`src/pkg/hsp_consts.svh`:
```
`ifndef HSP_CONSTS_SVH
`define HSP_CONSTS_SVH

// ----------------------------------------------------------------------------
// Port configuration register fields
// ----------------------------------------------------------------------------
`define HSP_CFG_WIDE_BIT     0
`define HSP_CFG_NBYTES_LSB   1
`define HSP_CFG_NBYTES_MSB   2
`define HSP_CFG_AUTOINC_BIT  3
`define HSP_CFG_BOOT_BIT     4
`define HSP_CFG_POL_BIT      5
`define HSP_CFG_READY_BIT    6
`define HSP_CFG_MODE7_BIT    7
`define HSP_CFG_RESET        8'h06
`define HSP_PAGE_RESET       8'h00

// ----------------------------------------------------------------------------
// Address decode and sizes
// ----------------------------------------------------------------------------
`define HSP_INT_PAGE_LIMIT   8'h01
`define HSP_ADDR_RESET       16'h0000
`define HSP_ADDR_STEP        16'h0001
`define HSP_NBYTES_FULL      2'h3

// ----------------------------------------------------------------------------
// Synchroniser bit positions
// ----------------------------------------------------------------------------
`define HSP_SYNC_RD          0
`define HSP_SYNC_WR          1
`define HSP_SYNC_ALE         2
`define HSP_SYNC_CMS         3
`define HSP_SYNC_CIO         4

`endif

```
`src/pkg/hsp_pkg.sv`:
```
package hsp_pkg;

  // --------------------------------------------------------------------------
  // Access sequencer states
  // --------------------------------------------------------------------------
  typedef enum logic [1:0] {
    st_idle,
    st_wait,
    st_rdout,
    st_done
  } hsp_st_t;

  // --------------------------------------------------------------------------
  // Whole state of the port
  // --------------------------------------------------------------------------
  typedef struct packed {
    hsp_st_t     st;
    logic [4:0]  meta;
    logic [4:0]  sync;
    logic        strap_done;
    logic [7:0]  cfg;
    logic [7:0]  page;
    logic [15:0] addr;
    logic [1:0]  lane;
    logic        is_io;
    logic        is_read;
    logic        acc_mode;
    logic        ack_out;
    logic        ack_oe;
    logic        ad_oe;
    logic        dma_req;
    logic        dma_write;
    logic [23:0] dma_addr;
    logic        sel_int;
    logic        sel_ext;
    logic        sel_boot;
    logic        sel_io;
    logic        core_steal;
  } hsp_top_state_t;

  // --------------------------------------------------------------------------
  // Word assembly buffer state
  // --------------------------------------------------------------------------
  typedef struct packed {
    logic [2:0][7:0] bytes;
    logic [15:0]     rd_data;
  } hsp_buf_state_t;

endpackage

```
`src/hw/hsp_host_port.sv`:
```
// What this block does
// - Slave only; host reaches memory, boot, I/O.
// - Multiplexed address/data, 8 or 16 bits, asynchronous.
// - Internal memory access steals one core cycle.
// - Optional address auto-increment after each word.
// - Addressing style detected from latch and write.
// - Polarity caught at reset, read-only afterwards.
// - Read completes with data, no write busy.
// - Write completes with room, no write busy.
// - Mode bits 7:6; bit7 cleared, bit6 strapped.
// - Equal strap levels select Ready, else ACK.
// - Mode bits writable after reset.
// - ACK mode: assert when done, drop on release.
// - Ready mode: ready inactive inserts wait states.
// - Address cycles always acknowledged in address-cycle mode.
// - Memory select routes to internal, external, boot.
// - I/O select routes to internal I/O space.
// - Internal/external selects decoded from target page; boot select from config bit.
// - Merge up to three accesses into 24-bit word.
// - Word-start reads and word-end writes acknowledged after memory, other bytes at once.
`timescale 1ns/100ps
`include "hsp_consts.svh"

module hsp_host_port (
  // Clock and reset
  input  wire logic        clk_sys,
  input  wire logic        reset,
  // Host multiplexed bus
  input  wire logic [15:0] host_ad_in,
  output logic      [15:0] host_ad_out,
  output logic             host_ad_oe,
  // Host control
  input  wire logic        host_latch_enable_input,
  input  wire logic        host_write_strobe_n,
  input  wire logic        host_read_strobe_n,
  input  wire logic        host_memory_select_n,
  input  wire logic        host_io_select_n,
  // Host acknowledge pin and strap
  input  wire logic        host_acknowledge_in,
  output logic             host_acknowledge_out,
  output logic             host_acknowledge_oe,
  input  wire logic        acknowledge_polarity_strap,
  // Software configuration
  input  wire logic        cfg_write,
  input  wire logic [7:0]  cfg_wdata,
  input  wire logic        page_write,
  input  wire logic [7:0]  page_wdata,
  output logic      [7:0]  port_config_register,
  output logic      [7:0]  target_page_register,
  output logic             address_cycle_mode,
  // Internal DMA bus
  output logic             dma_req,
  output logic             dma_write,
  output logic      [23:0] dma_addr,
  output logic      [23:0] dma_wdata,
  input  wire logic [23:0] dma_rdata,
  input  wire logic        dma_ack,
  output logic             dma_sel_int_mem,
  output logic             dma_sel_ext_mem,
  output logic             dma_sel_boot,
  output logic             dma_sel_io,
  output logic             core_cycle_steal
);
  import hsp_pkg::*;

  hsp_top_state_t s_reg;
  hsp_top_state_t s_next;

  logic        buf_wr_en;
  logic        buf_load_en;
  logic        buf_rd_en;
  logic [1:0]  buf_rd_lane;
  logic [15:0] buf_rd_data;
  logic [23:0] buf_word;
  logic [1:0]  step;
  logic [1:0]  nbytes;
  logic [2:0]  lane_end;
  logic        word_done;
  logic        rd_on;
  logic        wr_on;
  logic        ale_on;
  logic        selected;
  logic        ack_level;
  logic        is_boot;

  // --------------------------------------------------------------------------
  // Word assembly buffer
  // --------------------------------------------------------------------------
  hsp_word_buf u_buf (
    .clk_sys   (clk_sys),
    .reset     (reset),
    .wr_en     (buf_wr_en),
    .wr_lane   (s_reg.lane),
    .wr_two    (s_reg.cfg[`HSP_CFG_WIDE_BIT]),
    .wr_data   (host_ad_in),
    .load_en   (buf_load_en),
    .load_data (dma_rdata),
    .rd_en     (buf_rd_en),
    .rd_lane   (buf_rd_lane),
    .word      (buf_word),
    .rd_data   (buf_rd_data)
  );

  // --------------------------------------------------------------------------
  // Next-state logic
  // --------------------------------------------------------------------------
  always_comb begin
    s_next      = s_reg;
    buf_wr_en   = 1'b0;
    buf_load_en = 1'b0;
    buf_rd_en   = 1'b0;
    buf_rd_lane = s_reg.lane;
    ack_level   = 1'b0;
    is_boot     = 1'b0;

    // The first stage is seen by the second stage and, via s_next.sync, by the ack_oe register.
    s_next.meta = {~host_io_select_n, ~host_memory_select_n, host_latch_enable_input,
                   ~host_write_strobe_n, ~host_read_strobe_n};
    s_next.sync = s_reg.meta;

    rd_on    = s_reg.sync[`HSP_SYNC_RD];
    wr_on    = s_reg.sync[`HSP_SYNC_WR];
    ale_on   = s_reg.sync[`HSP_SYNC_ALE];
    selected = s_reg.sync[`HSP_SYNC_CMS] | s_reg.sync[`HSP_SYNC_CIO];

    // Bytes per host access and per internal word.
    step   = s_reg.cfg[`HSP_CFG_WIDE_BIT] ? 2'h2 : 2'h1;
    nbytes = s_reg.cfg[`HSP_CFG_NBYTES_MSB:`HSP_CFG_NBYTES_LSB];
    if (nbytes == 2'h0) begin
      nbytes = `HSP_NBYTES_FULL;
    end
    lane_end  = {1'b0, s_reg.lane} + {1'b0, step};
    word_done = lane_end >= {1'b0, nbytes};

    // Strap capture at the first edge after reset release; the host keeps
    // both pins at their strap levels until then.
    if (!s_reg.strap_done) begin
      s_next.strap_done              = 1'b1;
      s_next.cfg[`HSP_CFG_POL_BIT]   = acknowledge_polarity_strap;
      s_next.cfg[`HSP_CFG_READY_BIT] = (acknowledge_polarity_strap
                                        == host_acknowledge_in);
      s_next.cfg[`HSP_CFG_MODE7_BIT] = 1'b0;
    end else if (cfg_write) begin
      // The polarity bit is kept; all other bits follow software.
      s_next.cfg = {cfg_wdata[7:6], s_reg.cfg[`HSP_CFG_POL_BIT], cfg_wdata[4:0]};
    end
    if (page_write) begin
      s_next.page = page_wdata;
    end

    s_next.core_steal = 1'b0;

    case (s_reg.st)
      st_idle: begin
        s_next.ad_oe = 1'b0;
        if (ale_on && !rd_on && !wr_on) begin
          // Latch pulse with no strobe: address follows the bus while high.
          s_next.addr     = host_ad_in;
          s_next.acc_mode = 1'b0;
          s_next.lane     = 2'h0;
        end else if (selected && wr_on && ale_on) begin
          // Write strobe with latch high is an address cycle.
          s_next.addr     = host_ad_in;
          s_next.acc_mode = 1'b1;
          s_next.lane     = 2'h0;
          s_next.st       = st_done;
        end else if (selected && (rd_on || wr_on)) begin
          s_next.is_io   = s_reg.sync[`HSP_SYNC_CIO];
          s_next.is_read = rd_on;
          if (wr_on) begin
            buf_wr_en = 1'b1;
            if (!word_done) begin
              s_next.lane = lane_end[1:0];
              s_next.st   = st_done;
            end else begin
              // Write of the assembled word; the host is not acknowledged and the sequencer stays
              // busy until the bus takes it, so no new access overlaps.
              s_next.dma_req   = 1'b1;
              s_next.dma_write = 1'b1;
              s_next.st        = st_wait;
            end
          end else if (s_reg.lane == 2'h0) begin
            // First byte of a word starts a whole-word fetch.
            s_next.dma_req   = 1'b1;
            s_next.dma_write = 1'b0;
            s_next.st        = st_wait;
          end else begin
            buf_rd_en = 1'b1;
            s_next.st = st_rdout;
          end
          if (s_next.dma_req) begin
            is_boot           = !s_next.is_io && s_reg.cfg[`HSP_CFG_BOOT_BIT];
            s_next.dma_addr   = {s_reg.page, s_reg.addr};
            s_next.sel_io     = s_next.is_io;
            s_next.sel_boot   = is_boot;
            s_next.sel_int    = !s_next.is_io && !is_boot
                                && s_reg.page < `HSP_INT_PAGE_LIMIT;
            s_next.sel_ext    = !s_next.is_io && !is_boot
                                && !(s_reg.page < `HSP_INT_PAGE_LIMIT);
            s_next.core_steal = s_next.sel_int;
          end
        end
      end
      st_wait: begin
        if (dma_ack) begin
          s_next.dma_req = 1'b0;
          if (s_reg.is_read) begin
            buf_load_en = 1'b1;
            s_next.st   = st_rdout;
          end else begin
            s_next.lane = 2'h0;
            if (s_reg.cfg[`HSP_CFG_AUTOINC_BIT]) begin
              s_next.addr = s_reg.addr + `HSP_ADDR_STEP;
            end
            s_next.st = st_done;
          end
        end
      end
      st_rdout: begin
        s_next.ad_oe = 1'b1;
        if (word_done) begin
          s_next.lane = 2'h0;
          if (s_reg.cfg[`HSP_CFG_AUTOINC_BIT]) begin
            s_next.addr = s_reg.addr + `HSP_ADDR_STEP;
          end
        end else begin
          s_next.lane = lane_end[1:0];
        end
        s_next.st = st_done;
      end
      st_done: begin
        if (!rd_on && !wr_on) begin
          s_next.ad_oe = 1'b0;
          s_next.st    = st_idle;
        end
      end
      default: begin
        s_next.st = st_idle;
      end
    endcase

    // Acknowledge level. In Ready mode the line idles active, so a host
    // that samples it within the synchroniser delay may finish early; such
    // hosts must allow four clocks before sampling.
    if (s_next.cfg[`HSP_CFG_READY_BIT]) begin
      ack_level = (s_next.st == st_done)
                  || (s_next.st == st_idle && !(selected && (rd_on || wr_on)));
    end else begin
      ack_level = (s_next.st == st_done);
    end
    s_next.ack_out = s_next.cfg[`HSP_CFG_POL_BIT] ? ack_level : ~ack_level;
    // The pin is left to the host during the strap window.
    s_next.ack_oe  = s_reg.strap_done && (s_next.sync[`HSP_SYNC_CMS]
                                          | s_next.sync[`HSP_SYNC_CIO]);
  end

  // --------------------------------------------------------------------------
  // State register
  // --------------------------------------------------------------------------
  always_ff @(posedge clk_sys or posedge reset) begin
    if (reset) begin
      s_reg      <= '0;
      s_reg.st   <= st_idle;
      s_reg.cfg  <= `HSP_CFG_RESET;
      s_reg.page <= `HSP_PAGE_RESET;
      s_reg.addr <= `HSP_ADDR_RESET;
    end else begin
      s_reg <= s_next;
    end
  end

  // --------------------------------------------------------------------------
  // Outputs
  // --------------------------------------------------------------------------
  assign host_ad_out          = buf_rd_data;
  assign host_ad_oe           = s_reg.ad_oe;
  assign host_acknowledge_out = s_reg.ack_out;
  assign host_acknowledge_oe  = s_reg.ack_oe;
  assign port_config_register = s_reg.cfg;
  assign target_page_register = s_reg.page;
  assign address_cycle_mode   = s_reg.acc_mode;
  assign dma_req              = s_reg.dma_req;
  assign dma_write            = s_reg.dma_write;
  assign dma_addr             = s_reg.dma_addr;
  assign dma_wdata            = buf_word;
  assign dma_sel_int_mem      = s_reg.sel_int;
  assign dma_sel_ext_mem      = s_reg.sel_ext;
  assign dma_sel_boot         = s_reg.sel_boot;
  assign dma_sel_io           = s_reg.sel_io;
  assign core_cycle_steal     = s_reg.core_steal;

endmodule

```
`src/hw/hsp_word_buf.sv`:
```
`timescale 1ns/100ps
`include "hsp_consts.svh"

module hsp_word_buf (
  // Clock and reset
  input  wire logic        clk_sys,
  input  wire logic        reset,
  // Byte writes from the host side
  input  wire logic        wr_en,
  input  wire logic [1:0]  wr_lane,
  input  wire logic        wr_two,
  input  wire logic [15:0] wr_data,
  // Whole-word load from the internal bus
  input  wire logic        load_en,
  input  wire logic [23:0] load_data,
  // Registered read port
  input  wire logic        rd_en,
  input  wire logic [1:0]  rd_lane,
  output logic      [23:0] word,
  output logic      [15:0] rd_data
);
  import hsp_pkg::*;

  hsp_buf_state_t s_reg;
  hsp_buf_state_t s_next;
  logic [2:0][7:0] byte_next;
  logic [31:0]     src;

  // --------------------------------------------------------------------------
  // Per-byte update
  // --------------------------------------------------------------------------
  genvar g;
  generate
    for (g = 0; g < 3; g++) begin : g_lane
      always_comb begin
        byte_next[g] = s_reg.bytes[g];
        if (load_en) begin
          byte_next[g] = load_data[8*g +: 8];
        end else if (wr_en && wr_lane == 2'(g)) begin
          byte_next[g] = wr_data[7:0];
        end else if (wr_en && wr_two && wr_lane + 2'h1 == 2'(g)) begin
          byte_next[g] = wr_data[15:8];
        end
      end
    end
  endgenerate

  // --------------------------------------------------------------------------
  // Read port
  // --------------------------------------------------------------------------
  // A load bypasses into the read register so fetched data is ready next cycle.
  always_comb begin
    s_next       = s_reg;
    s_next.bytes = byte_next;
    src          = {8'h00, (load_en ? load_data : s_reg.bytes)};
    if (rd_en || load_en) begin
      s_next.rd_data = src[8*rd_lane +: 16];
    end
  end

  always_ff @(posedge clk_sys or posedge reset) begin
    if (reset) begin
      s_reg <= '0;
    end else begin
      s_reg <= s_next;
    end
  end

  assign word    = s_reg.bytes;
  assign rd_data = s_reg.rd_data;

endmodule

```
`config.mk`:
```
export PLATFORM = sky130hd
export DESIGN_NAME = hsp_host_port
export DESIGN_NICKNAME = d
export VERILOG_FILES = /design/src/pkg/hsp_pkg.sv /design/src/hw/hsp_host_port.sv /design/src/hw/hsp_word_buf.sv
export VERILOG_INCLUDE_DIRS = /design/src /design/src/pkg
export SDC_FILE = /design/constraint.sdc
export NUM_CORES = 1
export LEC_CHECK = 0
export BUFFER_PORTS_ARGS = -buffer_cell sky130_fd_sc_hd__buf_2
export CAP_MARGIN = 20
export CORE_MARGIN = 2
export CORE_UTILIZATION = 38
export DETAILED_ROUTE_END_ITERATION = 6
export PLACE_DENSITY = 0.63
export SKIP_LAST_GASP = 1
export SYNTH_ARGS = -nofsm -noshare
export SYNTH_HDL_FRONTEND = slang
export SYNTH_SLANG_ARGS = --single-unit
```
`constraint.sdc`:
```
create_clock -name clk_sys -period 6.8 [get_ports clk_sys]
set_input_delay 0.68 -clock clk_sys [delete_from_list [all_inputs] [get_ports clk_sys]]
set_output_delay 0.68 -clock clk_sys [all_outputs]
set_load 0.005 [all_outputs]
```
* Word-level counts from Yosys, hierarchy flattened
Cells that the tools add are included.
** Storage, ports and cells
- RAM bits :: 0
- Output and inout bits :: 91
- Logic and storage cells :: 185
- Bits in registers :: 124
- Memories kept :: 0
- Memory bits (read-only) :: 0
- Latch bits :: 0
** Operators by class
- Multiplexer cells :: 70
- Reductions and logical operators :: 49
- Add/subtract/negate cells :: 3
- $lt $le $gt $ge :: 2
- Equality and inequality tests :: 23
- Multiply operators :: 0
- Shifts and indexed selects :: 1
- Div/mod/pow operators :: 0
- Bitwise logic cells :: 9
** Operators by type and width (number)
- $mux W31 :: 3
- $mux W8 :: 10
- $mux W18 :: 3
- $pmux W18 S3 :: 1
- $mux W16 :: 3
- $mux W2 :: 21
- $shiftx A32 B6 Y16 :: 1
- $mux W29 :: 1
- $mux W24 :: 1
- $mux W1 :: 22
- $logic_and A1 B1 Y1 :: 19
- $add A16 B1 Y16 const B :: 1
- $ne A2 B2 Y1 const B :: 8
- $reduce_and A5 Y1 :: 3
- $reduce_bool A3 Y1 :: 5
- $ne A4 B4 Y1 const B :: 3
- $ne A6 B6 Y1 const B :: 2
- $reduce_and A6 Y1 :: 2
- $eq A2 B2 Y1 const B :: 5
- $logic_not A2 Y1 :: 5
- $lt A8 B1 Y1 const B :: 1
- $pmux W2 S4 :: 1
- $not A1 Y1 :: 7
- $eq A2 B1 Y1 const B :: 3
- other kinds (15) :: 26

* Longest topological paths before layout
- Depth after elaboration :: 15
- Mapped depth :: 12
- Depth with buffers taken out :: 10

* Modules after synthesis
A second synthesis with hierarchy kept.
** Second synthesis, totals
- Cells, all modules :: 706
- Area, all modules :: 6930.4 sq um
** Modules (own cells, without submodules)
- hsp_host_port :: cells an instance 447, seq. area each 2079.5 sq um, instances 1, area an instance 4236.6 sq um
- hsp_word_buf :: cells an instance 259, seq. area each 1001.0 sq um, instances 1, area an instance 2693.8 sq um

* Worst setup path after synthesis
OpenSTA, ideal clock, no wires.
- Path kind :: reg2reg
- Start point :: register s_reg (netlist bit port_config_register[0])
- End point :: register s_reg (netlist bit dma_sel_io)
- Data arrival time :: 2.516 ns
- Data required time :: 6.735 ns
- Path slack :: 4.219 ns
- Stages on the path, launching flop included :: 12
- Path through :: dfrtp_1 inv_1 ha_1 fa_1 ha_1 a211oi_4 mux2i_4 o21ai_1 buf_4 buf_4 nand2_1 nand2_1
** On the way
- Cells in the longest elaborated chain, start to end :: 10
** RTL lines
- start: declaration :: line hsp_host_port.sv:66 : hsp_top_state_t s_reg;
- start signal: assignment :: line hsp_host_port.sv:268 : s_reg <= s_next;
- $mux W2 :: line hsp_host_port.sv:127 : step = s_reg.cfg[`HSP_CFG_WIDE_BIT] ? 2'h2 : 2'h1;
- $add A2 B2 Y3 :: line hsp_host_port.sv:132 : lane_end = {1'b0, s_reg.lane} + {1'b0, step};
- $ge A3 B2 Y1 :: line hsp_host_port.sv:133 : word_done = lane_end >= {1'b0, nbytes};
- $mux W2 :: line hsp_host_port.sv:172 : if (!word_done) begin
- $mux W2 :: line hsp_host_port.sv:170 : if (wr_on) begin
- $mux W2 :: line hsp_host_port.sv:167 : end else if (selected && (rd_on || wr_on)) begin
- $mux W2 :: line hsp_host_port.sv:161 : end else if (selected && wr_on && ale_on) begin
- $mux W2 :: line hsp_host_port.sv:156 : if (ale_on && !rd_on && !wr_on) begin
- $mux W2 :: line hsp_host_port.sv:153 : case (s_reg.st)
- $reduce_and A5 Y1 (no source line)
Every way passes these cells. The select of a mux whose other input is x is not followed.
A chain may end at the register's enable or synchronous reset.

* Worst setup path after layout
- Start point :: register s_reg (netlist bit buf_rd_lane[1])
- End point :: register s_reg[39] (netlist name)
** On the way
- Cells in the longest elaborated chain, start to end :: 4
** RTL lines (line)
- $add A2 B2 Y3 :: hsp_host_port.sv:132
- $ge A3 B2 Y1 :: hsp_host_port.sv:133
- $ne A2 B2 Y1 (no source line)
- $reduce_and A5 Y1 (no source line)
Every way passes these cells.

==> results.txt <==
status - finished, final reports clean
Die Y - 137 microns
slowest cell on the critical path - a221o_1
CP Launch Point - buf_rd_lane[1]
total I/O pin count - 159
critical path required time - 7090 ps
Mapped Area - 0.00671 sq mm
clock root buffer - clkbuf_16
Post-DP HPWL - 12700 microns
hold slack final - 301 ps
Post-CTS Resized - 0
Slew headroom - 31.7%
vias in the first global route - 5144
FILL cells - 1688
Hold Fails Final Rpt - 0
DR iter-0 viols - 387
clock-pin slew on the worst setup and hold paths - 60 ps
Seq cells post-synth - 123
Crit path arrival time - 3660 ps
crit path max fanout - 33
Tcrit/Tclk final - 49.6%
post-synth net total - 774
total grt overflow - 0
initial antenna violation count - 1
ranking of synthesized cells by area - dfrtp_1 (45%), nand2_1 (6.7%), mux2i_1 (5.7%)
post-detailed-route DRC marker count - 0
r2r startpoint - buf_rd_lane[1]
average cell area after synthesis - 9.65 sq um
Vias/cell - 5.24
total wire length - 17600 microns
Peak Freq - 0.297 GHz
Fin Setup TNS - 0 ps
Setup crit end - s_reg[39]
Initial Utilization - 38.8%
WL/cell - 16.9 microns
Final GP Congestion - 0.883
H-Tree Depth - 4
setup violators final - 0
Nets - 881
pwr/cell area - 450 mW/mm^2
area leader, netlist - dfrtp_1
multi-input logic area - 0.00310 sq mm
layout cells sized above 1 - 29.4%
clock skew - 7.18 ps
Worst-Skew Late Latency - 420 ps
register area - 0.00308 sq mm
TritonCTS clock tree - yes
CTS Buf Count - 17
asr flop ratio synth - 100%
Crit path max-delay family - compound AO/OA/AOI/OAI gates
WP buf/inv - 0
CP cell instances - fa_1, ha_1, a211oi_4, a221o_1, nor3b_1, a21oi_1, o21ai_0
final period demand of the worst path - 3370 ps
chip width - 137 microns
CP startpoint kind - flop
top_reg_cell synth - dfrtp_1
share of the synthesized area in the top cell type - 45.1%
first-pass GRT wire length - 27400 microns
# Post-CTS Setup Buffers - 0
Die Area - 0.0187 sq mm
largest net degree at the start of global routing - 43
WS Path Type - reg -> reg
CP Capture Type - flop
max cap viols - 0
drt pass-1 iters - 5
Vias - 5457
Pins Over Slew Limit - 0
number of flops mapped to enable cells by yosys - 0
worst reg2reg path depth - 7
worst slew pin tran - 1020 ps
Reg-to-Reg End - s_reg[39]
Std-Cell Rows - 48
antenna viol nets, final - 0
Hold Buf Count CTS - 0
area delta synth->final - 18.7%
Cells after Synth - 696
# diodes - 0
clk sinks - 123
All-Layer GR Usage - 18.9%
Hold Crit Class - in -> async
Port Buffers - 157
Lkg Pwr - 3.89 nW
Stages on worst setup path - 7
synth cell count leaders - dfrtp_1 (121), nand2_1 (119), nor2_1 (48)
Max Root-Sink Buffers - 2
Peak supply drop - 0.210 mV
setup repair after global routing missed its margin - false
core area - 0.0173 sq mm
Ys Warns - 0
Synth cell types - 68
most common cell in the netlist - dfrtp_1
Crit path largest cell delay - 840 ps
Seq/Total Area, Yosys - 45.9%
flop2flop setup slack - 3430 ps
final cells by class:
| cell class | count | area share, % |
|---|---|---|
| clock buffers | 19 | 5.56 |
| clock inverters | 13 | 2.10 |
| inverters | 16 | 0.785 |
| multi-input cells | 481 | 38.8 |
| flip-flops and latches | 123 | 38.7 |
| well taps | 225 | 3.53 |
| repair buffers | 164 | 10.5 |
worst min path at each step:
stage                          start                      end  slack [ps]  cells after the start
after floorplan           s_next[74]                   ale_on         330                      0
after global placement    s_next[74]                   ale_on         330                      0
after detailed placement  s_next[72]                    rd_on         330                      0
after CTS                      reset  target_page_register[3]         320                      2
after global routing           reset  target_page_register[3]         340                      2
final                          reset  target_page_register[3]         300                      2
logic make-up after synthesis:
logic type	Yosys count	synth area share [%]
buffers and inverters	92	8.07
DFF	123	45.9
and+or+nand+nor	228	15.7
adders and majority gates	10	1.98
other	1	0.0559
muxes	63	10.0
AOI/OAI and AO/OA	177	18.0
xor gates and xnor gates	2	0.261
per-layer routing:
layer	GRT usage, %	vias up	part of all wire (%)
met2	29.9	193	46
met4	4.24	2	0.77
met1	25.7	2623	45
met3	5.59	16	7.6
li1	-	2623	-
met5	0	-	0.074
cells in the final DEF (no fill, tap or decap), types with 5 or more instances in the layout:
| master | count |
|---|---|
| a22o_1 | 7 |
| nor3_1 | 7 |
| a21oi_1 | 31 |
| a311oi_1 | 7 |
| clkbuf_16 | 17 |
| nand3_1 | 5 |
| clkinv_4 | 5 |
| ha_1 | 9 |
| nand4_1 | 5 |
| a21o_1 | 18 |
| a21boi_0 | 8 |
| nor2_1 | 48 |
| nand2b_1 | 6 |
| o21ai_0 | 46 |
| buf_4 | 7 |
| buf_2 | 157 |
| nand2_1 | 119 |
| dfrtp_1 | 121 |
| mux2_2 | 24 |
| nor2b_1 | 7 |
| inv_1 | 14 |
| mux2i_1 | 38 |
| o21bai_1 | 14 |
| a211oi_1 | 8 |
| a2bb2oi_1 | 8 |
where the power goes:
| group | internal, W | total (W) | switching [W] |
|---|---|---|---|
| logic | 0.000625 | 0.00140 | 0.000776 |
| registers | 0.00101 | 0.00125 | 0.000236 |
| clock network | 0.000588 | 0.000939 | 0.000351 |
through the flow:
step	worst slack, ps	instance area (sq um)	util, %	power (W)	instances
after floorplan	2850	6710	-	0.00227	696
after global placement	3460	7360	42.5	0.00264	1009
after detailed placement	3430	7360	42.5	0.00267	1009
after CTS	3410	7970	46.1	0.00362	1041
after global routing	3130	7970	46.1	0.00386	1041
final	3430	7970	46.1	0.00359	1041
No activity file was read; power rests on OpenSTA's default activity.
